## src/verilog/sdrbr_map.svh

```systemverilog
// constants for the sdram row/burst/refresh controller
`ifndef SDRBR_MAP_SVH
`define SDRBR_MAP_SVH
// software register offsets (word addresses on the plain port)
`define SDRBR_REG_CTRL     4'h0
`define SDRBR_REG_CMD      4'h1
`define SDRBR_REG_ADDR     4'h2
`define SDRBR_REG_STATUS   4'h3
`define SDRBR_REG_BANKS    4'h4
`define SDRBR_REG_REFCNT   4'h5
// control register fields
`define SDRBR_CTRL_REFEN   0
`define SDRBR_CTRL_WLEXIT  1
`define SDRBR_CTRL_AL_LO   4
`define SDRBR_CTRL_CL_LO   8
`define SDRBR_CTRL_BLF_LO  12
`define SDRBR_CTRL_RESET   32'h0000_0500
// mode register and command address bit positions
`define SDRBR_MR1_LEVEL    7
`define SDRBR_ADDR_BURST   12
// timing figures in ns, converted to 8 ns cycles; the ones ending in CK are already in cycles
`define SDRBR_CLK_NS       8
`define SDRBR_TRP_NS       14
`define SDRBR_TRFC_NS      260
`define SDRBR_TMRD_CK      4
`define SDRBR_TMOD_CK      12
`define SDRBR_TIS_CK       1
`define SDRBR_TREFI_NS     7800
`define SDRBR_CYC_UP(ns)   (((ns) + `SDRBR_CLK_NS - 1) / `SDRBR_CLK_NS)
`define SDRBR_CYC_DN(ns)   ((ns) / `SDRBR_CLK_NS)
`define SDRBR_TCCD_CK      4
`define SDRBR_MAX_POSTPONE 8
`define SDRBR_MAX_PULLIN   8
`endif

```

## src/verilog/sdrbr_pkg.sv

```systemverilog
// types for the sdram row/burst/refresh controller
package sdrbr_pkg;
  // device command opcode {cs_n, ras_n, cas_n, we_n}
  typedef enum logic [3:0] {
    SDRBR_NOP = 4'b0111,
    SDRBR_ACT = 4'b0011,
    SDRBR_RD  = 4'b0101,
    SDRBR_WR  = 4'b0100,
    SDRBR_PRE = 4'b0010,
    SDRBR_REF = 4'b0001,
    SDRBR_MRS = 4'b0000,
    SDRBR_DES = 4'b1111
  } sdrbr_cmd_t;
  // per-bank state
  typedef enum logic [1:0] {
    SDRBR_IDLE   = 2'b00,
    SDRBR_ACTIVE = 2'b01,
    SDRBR_PRECH  = 2'b10
  } sdrbr_bank_t;
  // sequencer state
  typedef enum logic [2:0] {
    SDRBR_S_RUN     = 3'b000,
    SDRBR_S_WL_REL  = 3'b001,
    SDRBR_S_WL_ODT  = 3'b010,
    SDRBR_S_WL_MRS  = 3'b011,
    SDRBR_S_WAIT    = 3'b100
  } sdrbr_seq_t;
endpackage

```

## src/verilog/sdrbr_bank.sv

```systemverilog
// one bank tracker: idle, active with a row, or precharging
`timescale 1ns/1ps
`include "sdrbr_map.svh"
module sdrbr_bank (
  input  wire logic                 clk,
  input  wire logic                 rst_n,
  input  wire logic                 do_act,
  input  wire logic                 do_pre,
  input  wire logic                 do_ref,
  input  wire logic [14:0]          row_in,
  output sdrbr_pkg::sdrbr_bank_t    state,
  output logic      [14:0]          open_row,
  output logic                      ready
);
  localparam logic [7:0] TRP = 8'(`SDRBR_CYC_UP(`SDRBR_TRP_NS));
  localparam logic [7:0] TRFC = 8'(`SDRBR_CYC_UP(`SDRBR_TRFC_NS));
  logic [7:0] wait_cnt;

  // state and row register
  always_ff @(posedge clk or negedge rst_n) begin
    if (!rst_n) begin
      state    <= sdrbr_pkg::SDRBR_IDLE;
      open_row <= 15'h0000;
    end else if (do_ref) begin
      state <= sdrbr_pkg::SDRBR_IDLE;
    end else if (do_act) begin
      state    <= sdrbr_pkg::SDRBR_ACTIVE;
      open_row <= row_in;
    end else if (do_pre) begin
      state <= sdrbr_pkg::SDRBR_PRECH;
    end else if (state == sdrbr_pkg::SDRBR_PRECH && wait_cnt == 8'h00) begin
      state <= sdrbr_pkg::SDRBR_IDLE;
    end
  end

  // recovery timer restarts on each precharge, so the last one rules
  always_ff @(posedge clk or negedge rst_n) begin
    if (!rst_n) begin
      wait_cnt <= 8'h00;
    end else if (do_ref) begin
      wait_cnt <= TRFC - 8'h01;
    end else if (do_pre) begin
      wait_cnt <= TRP - 8'h01;
    end else if (wait_cnt != 8'h00) begin
      wait_cnt <= wait_cnt - 8'h01;
    end
  end

  // timer only: the strobes this flag helps to gate must never loop back into it
  assign ready = (wait_cnt == 8'h00);
endmodule // sdrbr_bank

```

## src/verilog/sdrbr_ctrl.sv

```systemverilog
// controller that drives the sdram command bus, refresh and leveling exit
//
// The implementer's own choices: strobed register access and the register addresses.
`timescale 1ns/1ps
`include "sdrbr_map.svh"
module sdrbr_ctrl #(
  parameter int unsigned REFI_CYC = `SDRBR_CYC_DN(`SDRBR_TREFI_NS)
) (
  input  wire logic        CLOCK,
  input  wire logic        NRST,
  input  wire logic [3:0]  ADDR,
  input  wire logic [31:0] WDATA,
  input  wire logic        WR,
  input  wire logic        RD,
  output logic      [31:0] RDATA,
  output logic             CS_N,
  output logic             RAS_N,
  output logic             CAS_N,
  output logic             WE_N,
  output logic      [2:0]  BA,
  output logic      [14:0] A,
  output logic             ODT,
  output logic             DQS_OE,
  output logic             RD_VALID,
  output logic             BUSY
);
  localparam logic [7:0] TMRD = 8'(`SDRBR_TMRD_CK);
  localparam logic [7:0] TMOD = 8'(`SDRBR_TMOD_CK);
  localparam logic [7:0] TIS  = 8'(`SDRBR_TIS_CK);
  localparam logic [7:0] TCCD = 8'(`SDRBR_TCCD_CK);
  localparam logic [7:0] TRFC = 8'(`SDRBR_CYC_UP(`SDRBR_TRFC_NS));
  localparam logic [31:0] REFI = 32'(REFI_CYC);

  logic       rst_s1;
  logic       rst_n;
  logic [31:0] ctrl;
  logic [3:0]  cmd_op;
  logic [2:0]  cmd_ba;
  logic        cmd_all;
  logic [14:0] cmd_addr;
  logic        cmd_go;
  logic        illegal;
  logic        reject;
  sdrbr_pkg::sdrbr_seq_t seq;
  logic [7:0]  seq_cnt;
  logic [7:0]  mrd_cnt;
  logic [7:0]  ccd_cnt;
  logic [31:0] refi_cnt;
  logic signed [4:0] ref_debt;
  logic [31:0] rd_pipe;
  logic [4:0]  rd_lat;
  logic        rd_pend;
  logic        burst8;
  sdrbr_pkg::sdrbr_bank_t bank_state [8];
  logic [14:0] bank_row [8];
  logic [7:0]  bank_ready;
  logic [7:0]  act_v;
  logic [7:0]  pre_v;
  logic        ref_go;
  logic        issue;
  logic        all_idle;
  sdrbr_pkg::sdrbr_cmd_t next_cmd;

  // reset release through two flops
  always_ff @(posedge CLOCK or negedge NRST) begin
    if (!NRST) begin
      rst_s1 <= 1'b0;
      rst_n  <= 1'b0;
    end else begin
      rst_s1 <= 1'b1;
      rst_n  <= rst_s1;
    end
  end

  // eight-beat decision from burst field and address bit twelve
  function automatic logic is_burst8(input logic [1:0] fld, input logic a12);
    is_burst8 = (fld == 2'b00) || (fld == 2'b01 && a12);
  endfunction

  // software control writes
  always_ff @(posedge CLOCK or negedge rst_n) begin
    if (!rst_n) begin
      ctrl <= `SDRBR_CTRL_RESET;
    end else if (WR && ADDR == `SDRBR_REG_CTRL) begin
      ctrl <= WDATA;
    end else if (seq == sdrbr_pkg::SDRBR_S_WL_MRS) begin
      ctrl[`SDRBR_CTRL_WLEXIT] <= 1'b0;
    end
  end

  // command staging: op, bank, address; issue pulses one cycle
  always_ff @(posedge CLOCK or negedge rst_n) begin
    if (!rst_n) begin
      cmd_op   <= 4'h7;
      cmd_ba   <= 3'h0;
      cmd_all  <= 1'b0;
      cmd_addr <= 15'h0000;
      cmd_go   <= 1'b0;
    end else begin
      cmd_go <= WR && ADDR == `SDRBR_REG_CMD;
      if (WR && ADDR == `SDRBR_REG_ADDR) begin
        cmd_addr <= WDATA[14:0];
      end
      if (WR && ADDR == `SDRBR_REG_CMD) begin
        cmd_op  <= WDATA[3:0];
        cmd_ba  <= WDATA[6:4];
        cmd_all <= WDATA[8];
      end
    end
  end

  // every bank closed and past its recovery time; an open bank has no timer running
  always_comb begin
    all_idle = 1'b1;
    for (int i = 0; i < 8; i++) begin
      if (bank_state[i] != sdrbr_pkg::SDRBR_IDLE || !bank_ready[i]) begin
        all_idle = 1'b0;
      end
    end
  end

  // legality check against bank states and timers
  always_comb begin
    illegal = 1'b0;
    unique case (cmd_op)
      4'b0011: illegal = bank_state[cmd_ba] != sdrbr_pkg::SDRBR_IDLE
                         || !bank_ready[cmd_ba];
      4'b0101, 4'b0100: illegal = bank_state[cmd_ba] != sdrbr_pkg::SDRBR_ACTIVE
                                  || ccd_cnt != 8'h00;
      4'b0010: illegal = 1'b0;
      4'b0001: illegal = 1'b0;
      4'b0000: illegal = mrd_cnt != 8'h00;
      default: illegal = 1'b1;
    endcase
  end

  // refresh goes when due and all banks idle with precharge time met, but a pending command strobe holds it off
  assign ref_go = ctrl[`SDRBR_CTRL_REFEN] && seq == sdrbr_pkg::SDRBR_S_RUN
                  && all_idle && ref_debt > 5'sd0 && !cmd_go;
  assign issue  = cmd_go && seq == sdrbr_pkg::SDRBR_S_RUN && !illegal
                  && (cmd_op != 4'b0001 || all_idle);
  assign reject = cmd_go && !issue;

  // per-bank strobes
  always_comb begin
    for (int i = 0; i < 8; i++) begin
      act_v[i] = issue && cmd_op == 4'b0011 && cmd_ba == 3'(i);
      pre_v[i] = issue && cmd_op == 4'b0010 && (cmd_all || cmd_ba == 3'(i));
    end
  end

  for (genvar g = 0; g < 8; g++) begin : g_bank
    sdrbr_bank u_bank (
      .clk      (CLOCK),
      .rst_n    (rst_n),
      .do_act   (act_v[g]),
      .do_pre   (pre_v[g]),
      .do_ref   (ref_go || (issue && cmd_op == 4'b0001)),
      .row_in   (cmd_addr),
      .state    (bank_state[g]),
      .open_row (bank_row[g]),
      .ready    (bank_ready[g])
    );
  end

  // refresh debt: +1 per interval, -1 per refresh, clamped both ways
  always_ff @(posedge CLOCK or negedge rst_n) begin
    if (!rst_n) begin
      refi_cnt <= 32'h0000_0000;
      ref_debt <= 5'sd0;
    end else begin
      refi_cnt <= (refi_cnt >= REFI - 32'h1) ? 32'h0 : refi_cnt + 32'h1;
      if ((ref_go || (issue && cmd_op == 4'b0001)) && refi_cnt != REFI - 32'h1) begin
        if (ref_debt > -5'sd8) begin
          ref_debt <= ref_debt - 5'sd1;
        end
      end else if (!(ref_go || (issue && cmd_op == 4'b0001))
                   && refi_cnt == REFI - 32'h1 && ref_debt < 5'sd9) begin
        ref_debt <= ref_debt + 5'sd1;
      end
    end
  end

  // leveling exit sequencer and post-refresh quiet time
  always_ff @(posedge CLOCK or negedge rst_n) begin
    if (!rst_n) begin
      seq     <= sdrbr_pkg::SDRBR_S_RUN;
      seq_cnt <= 8'h00;
    end else begin
      unique case (seq)
        sdrbr_pkg::SDRBR_S_RUN: begin
          if (ref_go || (issue && cmd_op == 4'b0001)) begin
            seq     <= sdrbr_pkg::SDRBR_S_WAIT;
            seq_cnt <= TRFC - 8'h01;
          end else if (issue && cmd_op == 4'b0000) begin
            seq     <= sdrbr_pkg::SDRBR_S_WAIT;
            seq_cnt <= TMOD - 8'h01;
          end else if (ctrl[`SDRBR_CTRL_WLEXIT]) begin
            seq <= sdrbr_pkg::SDRBR_S_WL_REL;
          end
        end
        sdrbr_pkg::SDRBR_S_WL_REL: begin
          seq     <= sdrbr_pkg::SDRBR_S_WL_ODT;
          seq_cnt <= TIS;
        end
        sdrbr_pkg::SDRBR_S_WL_ODT: begin
          if (seq_cnt == 8'h00) begin
            seq <= sdrbr_pkg::SDRBR_S_WL_MRS;
          end else begin
            seq_cnt <= seq_cnt - 8'h01;
          end
        end
        sdrbr_pkg::SDRBR_S_WL_MRS: begin
          seq     <= sdrbr_pkg::SDRBR_S_WAIT;
          seq_cnt <= TMOD - 8'h01;
        end
        sdrbr_pkg::SDRBR_S_WAIT: begin
          if (seq_cnt == 8'h00) begin
            seq <= sdrbr_pkg::SDRBR_S_RUN;
          end else begin
            seq_cnt <= seq_cnt - 8'h01;
          end
        end
        default: seq <= sdrbr_pkg::SDRBR_S_RUN;
      endcase
    end
  end

  // mode-register gap and column-to-column gap
  always_ff @(posedge CLOCK or negedge rst_n) begin
    if (!rst_n) begin
      mrd_cnt <= 8'h00;
      ccd_cnt <= 8'h00;
    end else begin
      if (seq == sdrbr_pkg::SDRBR_S_WL_MRS || (issue && cmd_op == 4'b0000)) begin
        mrd_cnt <= TMRD - 8'h01;
      end else if (mrd_cnt != 8'h00) begin
        mrd_cnt <= mrd_cnt - 8'h01;
      end
      if (issue && (cmd_op == 4'b0101 || cmd_op == 4'b0100)) begin
        ccd_cnt <= TCCD - 8'h01;
      end else if (ccd_cnt != 8'h00) begin
        ccd_cnt <= ccd_cnt - 8'h01;
      end
    end
  end

  // read latency tracker: one bit per read walks up the pipe, so reads closer
  // together than the latency each keep their own valid mark at al + cl
  assign rd_lat  = 5'(ctrl[`SDRBR_CTRL_AL_LO +: 4]) + 5'(ctrl[`SDRBR_CTRL_CL_LO +: 4]);
  assign rd_pend = |(rd_pipe & ~(32'hffff_ffff << rd_lat));

  always_ff @(posedge CLOCK or negedge rst_n) begin
    if (!rst_n) begin
      rd_pipe  <= 32'h0000_0000;
      RD_VALID <= 1'b0;
      burst8   <= 1'b0;
    end else begin
      rd_pipe  <= {rd_pipe[30:0], issue && cmd_op == 4'b0101};
      RD_VALID <= rd_pipe[rd_lat - 5'h01];
      if (issue && cmd_op == 4'b0101) begin
        burst8  <= is_burst8(ctrl[`SDRBR_CTRL_BLF_LO +: 2], cmd_addr[`SDRBR_ADDR_BURST]);
      end
    end
  end

  // pin drive: command, bank, address, termination, strobe enable
  always_comb begin
    next_cmd = sdrbr_pkg::SDRBR_NOP;
    if (seq == sdrbr_pkg::SDRBR_S_WL_MRS) begin
      next_cmd = sdrbr_pkg::SDRBR_MRS;
    end else if (ref_go) begin
      next_cmd = sdrbr_pkg::SDRBR_REF;
    end else if (issue) begin
      next_cmd = sdrbr_pkg::sdrbr_cmd_t'(cmd_op);
    end
  end

  always_ff @(posedge CLOCK or negedge rst_n) begin
    if (!rst_n) begin
      {CS_N, RAS_N, CAS_N, WE_N} <= 4'h7;
      BA     <= 3'h0;
      A      <= 15'h0000;
      ODT    <= 1'b0;
      DQS_OE <= 1'b0;
    end else begin
      {CS_N, RAS_N, CAS_N, WE_N} <= next_cmd;
      if (seq == sdrbr_pkg::SDRBR_S_WL_MRS) begin
        BA <= 3'h1;
        A  <= cmd_addr & ~(15'h0001 << `SDRBR_MR1_LEVEL);
      end else if (next_cmd == sdrbr_pkg::SDRBR_REF) begin
        A <= 15'h0000;
      end else if (issue) begin
        BA <= cmd_ba;
        // a10 means all banks on precharge; reads and writes keep auto precharge off,
        // since the bank trackers would never see such a bank close
        if (cmd_op == 4'b0010 || cmd_op == 4'b0101 || cmd_op == 4'b0100) begin
          A <= {cmd_addr[14:11], cmd_all && cmd_op == 4'b0010, cmd_addr[9:0]};
        end else begin
          A <= cmd_addr;
        end
      end
      if (seq != sdrbr_pkg::SDRBR_S_RUN) begin
        ODT <= 1'b0;
      end
      DQS_OE <= 1'b0;
    end
  end

  // register read port and busy flag
  always_ff @(posedge CLOCK or negedge rst_n) begin
    if (!rst_n) begin
      RDATA <= 32'h0000_0000;
      BUSY  <= 1'b0;
    end else begin
      BUSY <= seq != sdrbr_pkg::SDRBR_S_RUN;
      RDATA <= 32'h0000_0000;
      if (RD) begin
        unique case (ADDR)
          `SDRBR_REG_CTRL:   RDATA <= ctrl;
          `SDRBR_REG_ADDR:   RDATA <= {17'h0, cmd_addr};
          `SDRBR_REG_STATUS: RDATA <= {24'h0, reject, burst8, rd_pend, 2'b0, seq};
          `SDRBR_REG_BANKS:  RDATA <= {bank_ready, 8'h0, bank_state[7], bank_state[6],
                                       bank_state[5], bank_state[4], bank_state[3],
                                       bank_state[2], bank_state[1], bank_state[0]};
          `SDRBR_REG_REFCNT: RDATA <= {27'h0, ref_debt};
          default:           RDATA <= 32'h0000_0000;
        endcase
      end
    end
  end
  // other banks stay usable; write faults need no recovery here
endmodule // sdrbr_ctrl

```

## config.mk

```make
export PLATFORM = sky130hd
export DESIGN_NAME = sdrbr_ctrl
export DESIGN_NICKNAME = d
export VERILOG_FILES = /design/src/verilog/sdrbr_pkg.sv /design/src/verilog/sdrbr_bank.sv /design/src/verilog/sdrbr_ctrl.sv
export VERILOG_INCLUDE_DIRS = /design/src /design/src/verilog
export SDC_FILE = /design/constraint.sdc
export NUM_CORES = 1
export LEC_CHECK = 0
export BUFFER_PORTS_ARGS = -buffer_cell sky130_fd_sc_hd__buf_4
export CAP_MARGIN = 25
export CORE_UTILIZATION = 40
export DETAILED_ROUTE_END_ITERATION = 12
export PLACE_DENSITY = 0.57
export SLEW_MARGIN = 20
export SYNTH_ARGS = -nofsm -noshare
export SYNTH_HDL_FRONTEND = slang
export SYNTH_SLANG_ARGS = --single-unit
```

## constraint.sdc

```tcl
create_clock -name CLOCK -period 11.8 [get_ports CLOCK]
set_input_delay 1.18 -clock CLOCK [delete_from_list [all_inputs] [get_ports CLOCK]]
set_output_delay 1.18 -clock CLOCK [all_outputs]
set_load 0.02 [all_outputs]
```

==> flow_results.org, run 1 <==
** Run status
- The run finished with clean final reports.

** Worst setup path
- Worst R2R Setup Slack :: 7.85 ns
- The critical path in this run is classified as reg -> reg.
- R2r startpoint :: g_bank[6].u_bank.wait_cnt[0]
- Worst reg2reg path endpoint :: ref_debt[4]
- STA classifies the critical path endpoint as a flop.
- The worst register-to-register path has a depth of 13.
- Kind of start point of the critical path :: flop
- Critical Path Fanout Max :: 4
- Worst Path Required :: 12.20 ns
- For the worst setup path, the data arrival time is approximately 4.4 ns.

** Global routing
- After global routing the overflow that remains totals 0.
- The via count of the first global-routing pass was 9964.
- First-pass GRT wire length :: 54.28 mm
- Pin count of the biggest net entering global routing :: 81
- Total Routing Usage GR :: 20.16%
- Initial antenna violation count :: 0

** Synthesis
- Number of cells produced by synthesis :: 1254
- After synthesis, the mean cell area works out to approximately 11 um^2.
- Area share of fa/ha/maj cells after synthesis :: 3.279%
- Xor and xnor fraction of the mapped netlist area :: 4.238%
- Number of warnings reported in the yosys synthesis log :: 0
- Yosys mapped the design onto 76 distinct sky130hd cell types.
- The cell area that synthesis handed to floorplanning was 0.01343 mm^2.
- Sequential elements use between 50% and 60% of the synthesized area.
- After Yosys synthesis, and, or, nand and nor cells account for 16.93% of the synthesized area.
- Top_reg_cell synth :: dfrtp_1
- In this run, synthesis inferred 0 flip-flops with an integrated enable.
- Count of state elements after synthesis :: 291
- The portion of synthesized area spent on multiplexers is 6.046%.
- Dominant combinational cell family by area after synthesis :: simple AND/OR/NAND/NOR gates
- Asr flop ratio synth :: 100.0%
- Share of the synthesized area in compound gates (AO/OA/AOI/OAI) :: 12.41%

** Clock network
- Number of setup buffers added after CTS :: 0
- Insertion delay to the later sink of the worst-skew pair :: approximately 0.52 ns
- Counting along the longest clock path gives a buffer depth of 3.
- Root buf cell :: clkbuf_16
- TritonCTS clock tree :: yes
- The H-tree generated during clock tree synthesis spans 2 levels.
- After clock tree synthesis, the repair step resized 0 gates.
- The number of hold buffers added after CTS was 0.
- Clock-pin transition on the worst setup and hold timing paths :: 0.06 ns
- Clock tree synthesis found a total of 291 sinks.
- Number of CTS-inserted buffers :: 34

** Drt
- Total length of routed wires :: 33.16 mm
- For this block, the initial DRC count from the detailed router was 722.
- Number of vias in the routed layout :: 10026
- Average wire per cell in the routed design :: 17.86 um
- For this run, the detailed router's first-pass iteration total came to 6.
- Number of design rule violations left after detail routing :: 0
- Number of antenna-violating nets in the routed design :: 0
- Detailed-route vias per instance :: 5.402

** Placed design
- Buffers on Ports :: 95
- At the placement stage, the worst setup path has a slack of 7.887 ns.
- Gpl congestion :: 0.8760
- Total half-perimeter wirelength after legalization and detailed placement :: 23.04 mm

** Layout
- Layout overhead on the synthesized area :: 19.64%
- Share of cells above drive strength 1 :: 18.60%
- Once layout is complete, the utilization of the core stands at between 40% and 50%.
- The library cell used most frequently in the layout, excluding fill and tap cells, is dfrtp_1.
- Final Net Count :: 1462
- Ant diodes :: 0
- Most frequent cells in the layout :: 282 x dfrtp_1, 121 x nand2_1, 117 x nor2_1

** Timing
- Final Critical Period :: approximately 4 ns
- Setup repair after global routing left no endpoint under its margin.
- Setup total negative slack on the finished layout was measured at 0 ns.
- At the pin with the least slew margin, the transition time is approximately 0.99 ns.
- Fin. Hold Viols :: 0
- In this run the tightest slew margin relative to its limit is 33.54%.
- Derived from the worst setup path, the maximum achievable clock frequency is around 250 MHz.
- Final critical-path setup slack :: 7.850 ns
- The tightest hold path in the finished design has a slack of 0.2901 ns.
- Final Slew Violations :: 0
- Setup violations remaining at the end of the flow were counted as 0.
- Clock skew :: 0.03255 ns
- Final clock period utilization by the worst path :: 33.47%

** Power and ir drop
- Share of power burned in combinational logic :: 23.1%
- Fraction of power spent switching nets :: 31.27%
- For this design the total switching power over the nets is 996.2 uW.
- Leakage :: 7.218 nW
- Total power draw :: approximately 3.2 mW
- Registers are responsible for a little over two fifths of the overall power.
- Maximum resistive drop on vdd :: 102.0 uV
- Total internal power :: around 2.2 mW
- For this design the ratio of total power to cell area is between 150 and 200 mW/mm^2.
- The clock network accounts for 35.1% of the total power.

** Floorplan
- The die is 185.2 um tall.
- Overall die width :: approximately 190 um
- After floorplanning, the core was divided into 66 placement rows.
- Initial core utilization :: 40.97%
- Core outline area :: 0.03278 mm^2
- Number of primary I/O pins :: just under 100
- The die covers 0.03432 mm^2.

** Flow run
- Total of max-cap violations :: 0

** Min path
- The worst hold path belongs to the class reg -> async.
[power groups by stage]
stage | combinational [mW] | clock (mW) | sequential (mW)
finish | 0.735 | 1.12 | 1.33
global route | 0.826 | 1.19 | 1.36
CTS | 0.732 | 1.14 | 1.33
detailed placement | 0.730 | 0 | 1.35
global placement | 0.719 | 0 | 1.35
floorplan | 0.513 | 0 | 1.33
[synthesized netlist by cell type, types with 9 or more instances]
cell type	instances	area share, %
or4_1	15	0.84
nand4_1	10	0.47
ha_1	32	3.0
a21oi_1	52	1.9
nor2_1	117	3.3
and3_1	15	0.70
a22o_1	18	1.2
or3_1	22	1.0
inv_1	52	1.5
a22oi_1	11	0.61
xor2_1	27	1.8
a211oi_1	15	0.84
nor2b_1	11	0.51
a222oi_1	15	1.1
nand2_1	122	3.4
dfrtp_1	283	53
nor4_1	21	0.98
xnor2_1	38	2.5
nor3_1	40	1.5
nand3_1	34	1.3
o21ai_0	43	1.6
a21o_1	9	0.50
a31oi_1	9	0.42
clkbuf_1	32	0.89
mux2_2	57	4.8
o2111ai_1	12	0.78
o211ai_1	9	0.50
[worst max path at each step]
stage	end	slack [ns]	cells after the start	from
after global routing	ref_debt[4]	7.62	13	g_bank[6].u_bank.wait_cnt[0]
after global placement	ref_debt[4]	7.90	13	g_bank[6].u_bank.wait_cnt[0]
after CTS	ref_debt[4]	7.87	13	g_bank[6].u_bank.wait_cnt[0]
after floorplan	A[0]	3.10	0	rst_n
final	ref_debt[4]	7.85	13	g_bank[6].u_bank.wait_cnt[0]
after detailed placement	ref_debt[4]	7.89	13	g_bank[6].u_bank.wait_cnt[0]
[critical path, cell delays in order, from the launching register on]
cell and delay (ns):
dfrtp_1 0.40, inv_1 0.13, ha_1 0.19, or3b_2 0.46, or4_1 0.55, or4_4 0.58
or4_1 0.44, nor2_1 0.17, xor2_1 0.09, ha_1 0.23, nor4_1 0.19, nand3_1 0.11
a21o_1 0.19, xnor2_1 0.11
[flip-flops by register name (all words and copies together), names as in the netlist, 4 cells and up]
register / count
g_bank.u_bank.wait_cnt: 64
A: 15
cmd_op: 4
ref_debt: 5
RDATA: 32
ccd_cnt: 8
refi_cnt: 32
seq_cnt: 8
rd_pipe: 32
cmd_addr: 15
g_bank.u_bank.state: 16
ctrl: 32
mrd_cnt: 8
[cells by family after synthesis]
family          after synthesis
xor+xnor                     65
other cells                   2
fa+ha+maj                    35
flops                       291
buf+inv                      94
compound gates              239
mux                          69
simple gates                459
[per-layer routing]
layer	share of wire, %	track usage [%]
met2	47	32.18
met4	2.2	6.182
met1	47	28.32
met3	4.5	2.772
met5	0	0
[area by class of cell]
| cell class | instances | area [um^2] |
|---|---|---|
| clock buffer | 45 | 993.5 |
| clock inverter | 16 | 231.5 |
| fill | 3009 | 16710 |
| inverter | 54 | 202.7 |
| multi-input combinational | 893 | 5879 |
| sequential | 291 | 7296 |
| tap | 442 | 553.0 |
| timing repair buffer | 115 | 913.4 |
[through the flow]
stage                     area [um^2]  instances
after floorplan                 13520       1278
after global placement          14760       1791
after detailed placement        14800       1793
after CTS                       16020       1854
after global routing            16070       1856
final                           16070       1856
(Power assumes the default switching activity.)
==> inputs of run 2 (changes only) <==
Settings changed: PLACE_DENSITY 0.57 to 0.59.
Clock period 11.8 ns to 3.5 ns, I/O delays scaled along.
==> run 2 against run 1 <==
Critical endpoint unchanged. Register-to-register slack worse by 7.8 ns. Largest power group unchanged. Critical path depth down 1. Via count up 3.5%. Wire length up 4.2%. Power rose to 3.4 times the previous value. Sequential cell count unchanged. Clock power rose to 3.2 times the previous value. Highest routed layer unchanged. Sequential share of layout area down 1.6 points. Count of clock-buffer cells in the layout up 3. Sequential power rose to 3.3 times the previous value.
==> flow_results.org, run 2 (same netlist as run 1, synthesis figures left out) <==
** Drt
- Detailed-route vias per instance :: 5.379 (-0.43%)
- The count of unresolved DRC violations after routing came to 0 (unchanged).
- Average wire per cell in the routed design :: 17.90 um (+0.22%)
- Number of vias in the routed layout :: 10376 (+3.5%)
- DR pass1 iterations :: 5 (-1)
- Number of antenna-violating nets in the routed design :: 0 (unchanged)
- The post-detailed-routing wire length came to 34.54 mm (+4.2%).
- First DRT Iteration DRCs :: 720 (-0.28%)

** Layout
- In the layout the commonest cells are 282 x dfrtp_1, 180 x buf_4, 121 x nand2_1.
- The total area of multi-input combinational cells came to 0.005927 mm^2 (+0.81%).
- The number of diodes came to 0 (unchanged).
- The total non-filler cell area in the finished layout came to 0.01664 mm^2 (+3.6%).
- Storage cell area :: 0.007296 mm^2 (unchanged)
- The final-stage net count is 1537 (+5.1%).
- The fill cell instance count of the final layout came to 2965 (-1.5%).
- Most frequent standard cell in the layout excluding fill and tap cells :: dfrtp_1
- The flip-flop count of the largest register, all copies and words added is 64 (unchanged).
- Compared with the post-synthesis result, the final layout area differs by 23.92%.
- The register with the most flip-flops in the final layout is g_bank.u_bank.wait_cnt.
- Share of cells above drive strength 1 :: 22.86% (+4.3 points)
- The final design utilization came to 50.77% (+1.8 points).

** Timing
- Final setup violation count :: 0 (unchanged)
- Setup repair after global routing could not meet its margin everywhere.
- Final clock period utilization by the worst path :: 98.99% (+66 points)
- The maximum operating frequency came to 288.6 MHz (+14%).
- The minimum clock period after layout came to 3.465 ns (-0.4851 ns).
- Clock skew :: 0.03119 ns (-0.001365 ns)
- The slew at the pin with the worst max-slew slack was 0.8761 ns (-0.1173 ns).
- The total negative slack for setup checks was 0 ns (unchanged).
- Max_slew headroom :: 41.60% (+8.1 points)
- The final-report hold violation count came to 0 (unchanged).
- Final Slew Violations :: 0 (unchanged)
- Final critical-path setup slack :: 0.03536 ns (-7.815 ns)

** Clock network
- TritonCTS clock tree :: yes
- Insertion delay to the later sink of the worst-skew pair :: 0.53 ns (about the same)
- The number of buffers on the longest clock path came to 3 (unchanged).
- Level count of the clock H-tree :: 2 (unchanged)
- Root buf cell :: clkbuf_16
- The clock transition time at the flip-flop clock pins of the worst setup and hold paths was 0.06 ns (about the same).
- Number of clock sinks :: 291 (unchanged)
- Number of CTS-inserted buffers :: 34 (unchanged)

** Placed design
- The final weighted congestion of routability-driven global placement was 0.9030 (+3.1%).
- The post-placement worst setup slack came to -0.1303 ns (-8.017 ns).
- Total half-perimeter wirelength after legalization and detailed placement :: 24.42 mm (+6.0%)
- The number of I/O port buffers is 95 (unchanged).
- The cell area reported after detailed placement is 0.01539 mm^2 (+4.0%).

** Global routing
- Vias in the first global route :: 10209 (+2.5%)
- Residual overflow from global routing :: 0 (unchanged)
- The largest net degree at the start of global routing is 66 (-19%).
- The total routing usage reported by global routing was 20.64% (+0.48 points).
- Initial antenna violation count :: 0 (unchanged)
- The wire length of the first global-routing pass was 55.36 mm (+2.0%).

** Worst setup path
- The data arrival time of the worst path is 3.87 ns (-0.48 ns).
- Worst Path Required :: 3.91 ns (-8.29 ns)
- The worst setup path is launched from a flop.
- Critical Path Fanout Max :: 4 (unchanged)
- The worst setup path is captured at a flop.
- Type of the setup path with the least slack :: reg -> reg

** Floorplan
- Core outline area :: 0.03278 mm^2 (unchanged)
- Number of primary I/O pins :: 98 (unchanged)
- Die outline area :: 0.03432 mm^2 (unchanged)
- The number of core rows is 66 (unchanged).
- Die extent in y :: 185.2 um (unchanged)
- The starting utilization of the core area was 40.97% (unchanged).
- The die extent in x came to 185.2 um (unchanged).

** Power and ir drop
- The combinational power share was 25.6% (+2.5 points).
- Maximum resistive drop on vdd :: 437.8 uV (+330%)
- Total power draw :: 10.80 mW (+240%)
- The cell-internal power is 7.385 mW (+240%).
- Clock network fraction of total power :: 33.5% (-1.6 points)
- Net Switching :: 3.416 mW (+240%)
- Leakage :: 7.523 nW (+4.2%)
- Sequential group share of total power :: 40.9% (-0.9 points)
- Fraction of power spent switching nets :: 31.63% (+0.36 points)
- Areal power density over the cells :: 648.9 mW/mm^2 (+230%)

** Flow run
- Total of max-cap violations :: 0 (unchanged)

** Run status
- Status :: finished clean

** Min path
- The worst hold path belongs to the class in -> reg.
run 2: changes by cell type in the layout (fill, tap and decap cells not counted), sizes merged:
cell,before,now
buf,115,189
clkinv,13,6
bufinv,5,3
inv,52,54
dlygate4sd3,0,1
clkbuf,45,48
clkinvlp,0,2
run 2: worst max-delay path: stages, from the launching register on:
cell and delay (ns):
dfrtp_1 0.38, inv_2 0.09, ha_4 0.13, or3b_4 0.37, or4_4 0.52, or4_4 0.49, or4_4 0.46, nor2_4 0.11
xor2_1 0.16, ha_2 0.24, o2111ai_1 0.10, a21o_1 0.21, xnor2_1 0.11
run 2: cell type report:
type,count,area share (%)
flip-flops and latches,291,43.83
multi-input cells,893,35.61
repair buffers,190,9.156
clock buffers,48,5.916
well taps,442,3.323
inverters,54,1.218
clock inverters,11,0.9472
run 2: metal layers:
layer	GRT usage, %	part of all wire (%)	routed length (um)
met5	0	0	0
met4	6.512	2.4	829
met3	3.284	5.2	1788
met2	32.78	47	16130
met1	28.77	46	15790
run 2: through the flow:
step                      instances  hold WS (ns)
after floorplan                1278       0.05441
after CTS                      1922       0.02975
final                          1929       0.04658
after global routing           1929       0.04531
after detailed placement       1862        0.1343
after global placement         1862        0.1325
run 2: final timing paths:
check	slack, ns	from	depth (start not counted)	to
max	0.04	g_bank[6].u_bank.wait_cnt[0]	12	ref_debt[4]
min	0.05	WDATA[6]	3	cmd_ba[2]
max reg2reg	0.04	g_bank[6].u_bank.wait_cnt[0]	12	ref_debt[4]
min reg2reg	0.36	rst_s1	0	rst_n
max in group asynchronous	2.12	rst_n	1	RAS_N
min in group asynchronous	0.14	NRST	2	rst_n
run 2: what timing repair did:
item,4_1_cts,5_1_grt
pin swaps,1,2
hold endpoints to repair,2,0
hold buffers,1,0
buffers inserted,0,6
endpoints found under the setup margin,4,25
resized for setup,3,6
run 2: power groups by stage:
| stage | clock network [mW] | logic (mW) | registers, mW |
|---|---|---|---|
| 2_1_floorplan | 0 | 1.73 | 4.49 |
| 3_5_place_dp | 0 | 2.73 | 4.46 |
| 6_report | 3.62 | 2.76 | 4.42 |
| 4_1_cts | 3.71 | 2.73 | 4.41 |
| 3_3_place_gp | 0 | 2.68 | 4.46 |
| 5_1_grt | 3.86 | 3.07 | 4.49 |
==> inputs of run 3 (changes only) <==
Settings changed: CTS_BUF_LIST from default to sky130_fd_sc_hd__clkbuf_8.
==> run 3 against run 2 <==
Critical endpoint unchanged. Critical path depth down 2. Sequential power about the same. Clock skew down 0.0026 ns. Utilization up 0.72 points. Global-route usage up 0.28 points. Final cell count up 3.4%. Wire length up 1.5%. Via count up 2.1%. Combinational power about the same. Final area up 1.4%. Power down 4.1%.
==> flow_results.org, run 3 (same netlist as run 1, synthesis figures left out) <==
** Run status
- The run finished with clean final reports.

** Timing
- Max_slew headroom :: 41.74% (+0.14 points)
- The worst clock skew came to 0.02859 ns (-0.002593 ns).
- Final clock period utilization by the worst path :: 99.42% (+0.43 points)
- Final setup violation count :: 0 (unchanged)
- The final-report hold violation count is 0 (unchanged).
- Final Critical Period :: 3.480 ns (+0.01498 ns)
- The least setup slack across all paths after layout is 0.02038 ns (-0.01498 ns).
- The slew at the pin with the worst max-slew slack came to 0.8739 ns (-0.002136 ns).
- Final Slew Violations :: 0 (unchanged)
- Setup repair after global routing could not meet its margin everywhere.
- Maximum clock frequency :: 287.4 MHz (-0.43%)

** Floorplan
- The floorplan core area was 0.03278 mm^2 (unchanged).
- Die extent in y :: 185.2 um (unchanged)
- The number of core rows was 66 (unchanged).
- The floorplan die area was 0.03432 mm^2 (unchanged).
- The starting utilization of the core area was 40.97% (unchanged).
- The die extent in x came to 185.2 um (unchanged).
- Number of primary I/O pins :: 98 (unchanged)

** Global routing
- Vias in the first global route :: 10576 (+3.6%)
- Initial antenna violation count :: 0 (unchanged)
- The wire length of the first global-routing pass was 56.15 mm (+1.4%).
- Residual overflow from global routing :: 0 (unchanged)
- The largest net degree at the start of global routing was 66 (unchanged).
- Total Routing Usage GR :: 20.92% (+0.28 points)

** Power and ir drop
- The maximum resistive drop on vdd was 311.6 uV (-29%).
- Areal power density over the cells :: 613.8 mW/mm^2 (-5.4%)
- Leakage :: 7.703 nW (+2.4%)
- The total power consumption of the routed design is 10.36 mW (-4.1%).

** Layout
- Ant diodes :: 0 (unchanged)
- Final Net Count :: 1584 (+3.1%)
- Layout overhead on the synthesized area :: 25.68%
- The flip-flop count of the largest register, all copies and words added is 64 (unchanged).
- The total non-filler cell area in the finished layout came to 0.01688 mm^2 (+1.4%).
- Reg with most FFs :: g_bank.u_bank.wait_cnt
- The fill cell instance count of the final layout came to 2990 (+0.84%).
- The top cell types in the final layout, fill and taps aside, are 282 x dfrtp_1, 180 x buf_4, 121 x nand2_1.
- Share of cells above drive strength 1 :: 23.45% (+0.59 points)
- The library cell used most frequently in the layout, excluding fill and tap cells, is dfrtp_1.

** Worst setup path
- Cell-by-cell trace of the critical path :: or4_4, or4_4, or4_4, or4_4, nor2_4, xor2_1, ha_2, o2111ai_1, a21o_1, xnor2_1
- Type of the setup path with the least slack :: reg -> reg
- Grouping stages by cell kind, the critical path spends the most delay in simple AND/OR/NAND/NOR gates.
- The data arrival time of the worst path came to 3.96 ns (+0.09 ns).
- The worst setup path is captured at a flop.
- Cell with the biggest individual delay on the critical path :: or4_4
- CP Buf/Inv Count :: 0 (-1)
- The highest cell delay on the worst timing path came to 0.55 ns (+0.03 ns).
- Most frequent cell on the critical path :: or4_4
- The worst setup path is launched from a flop.
- The worst path required time was 3.98 ns (+0.07 ns).
- Critical Path Fanout Max :: 4 (unchanged)

** Placed design
- The post-placement worst setup slack is -0.1303 ns (unchanged).
- The number of I/O port buffers was 95 (unchanged).
- Gpl congestion :: 0.9030 (unchanged)
- Instance area after placement :: 0.01539 mm^2 (unchanged)
- The placed wire-length estimate after detailed placement is 24.42 mm (unchanged).

** Clock network
- Level count of the clock H-tree :: 2 (unchanged)
- The source-to-sink clock delay at the later pin of the worst-skew pair is 0.59 ns (+0.06 ns).
- The number of clock sinks came to 291 (unchanged).
- Number of CTS-inserted buffers :: 50 (+47%)
- Buffer levels on the longest clock path :: 3 (unchanged)
- Clock tree synthesis selected as its root buffer the cell clkbuf_8.
- The clock transition time at the flip-flop clock pins of the worst setup and hold paths came to 0.07 ns (about the same).
- TritonCTS built the clock tree.

** Drt
- The number of DRC markers after the initial detailed-route iteration came to 813 (+13%).
- The total number of vias is 10596 (+2.1%).
- The count of nets left with antenna violations after detail routing is 0 (unchanged).
- The via count normalized by instance count is 5.314 (-1.2%).
- DR pass1 iterations :: 7 (+2)
- The mean routed wirelength per cell is 17.58 um (-1.8%).
- Number of design rule violations left after detail routing :: 0 (unchanged)
- The post-detailed-routing wire length came to 35.05 mm (+1.5%).

** Flow run
- The number of violations of the max-capacitance limit is 0 (unchanged).

** Min path
- Type of the most critical hold path :: in -> async
==> run 3: changes by cell type in the layout (fill, tap and decap cells not counted), moves of 2 or more <==
cell,delta
clkbuf_8,+63
clkbuf_16,-35
dlygate4sd3_1,+32
inv_1,+16
clkbuf_1,-7
bufinv_16,-3
clkinv_2,+2
==> run 3: what timing repair did <==
action | CTS | global route
endpoints found under the setup margin | 5 | 29
buffers inserted | 0 | 5
resized for setup | 3 | 7
hold buffers | 33 | 0
hold endpoints to repair | 44 | 0
pin swaps | 1 | 2
==> run 3: layout make-up <==
class	count	area (um^2)	area share, %
Clock inverter	24	111.4	0.6597
Clock buffer	69	949.7	5.626
Inverter	54	202.7	1.201
Tap cell	442	553.0	3.276
Timing Repair Buffer	221	1833	10.86
Sequential cell	291	7296	43.22
Multi-Input combinational cell	893	5936	35.16
==> run 3: worst paths after layout <==
kind,start,to,slack (ns),cells after the start
worst max-delay path,g_bank[6].u_bank.wait_cnt[2],ref_debt[4],0.02,10
worst min-delay path,NRST,rst_n,0.08,2
worst max register to register,g_bank[6].u_bank.wait_cnt[2],ref_debt[4],0.02,10
worst min register to register,rst_s1,rst_n,0.36,0
max in group asynchronous,rst_n,RAS_N,2.12,1
min in group CLOCK,WR,ctrl[1],0.10,3
==> run 3: worst reg2reg max path: cells and delay by family, from the launching register on <==
family | cells | cell delay, ns
AND/OR/NAND/NOR | 5 | 2.17
adder cells (fa/ha/maj) | 1 | 0.24
XOR/XNOR | 2 | 0.28
flip-flops | 1 | 0.38
AO/OA/AOI/OAI | 2 | 0.31
==> run 3: power breakdown <==
| part | internal (mW) | switching, mW | leakage, nW |
|---|---|---|---|
| Combinational | 1.28 | 1.51 | 3.56 |
| Clock | 1.75 | 1.40 | 0.607 |
| Sequential | 3.93 | 0.497 | 3.54 |
==> run 3: metal layers <==
layer  routed length, um  vias up  global-route usage [%]
met4                 790        0                   6.909
met2               16480      284                   33.48
met1               15890     5222                   28.47
li1                    -     5027                       -
met5                   0        -                       0
met3                1889       63                   3.873
==> run 3: through the flow <==
step | utilization (%) | std cells | TNS (ns) | hold slack (ns)
after global placement | 46.95 | 1862 | -0.1003 | 0.1325
after floorplan | - | 1278 | -0.1041 | 0.05441
after detailed placement | 46.95 | 1862 | -0.2285 | 0.1343
final | 51.49 | 1994 | 0 | 0.08372
after CTS | 51.23 | 1988 | -0.03512 | 0.05698
after global routing | 51.49 | 1994 | -0.3050 | 0.06569
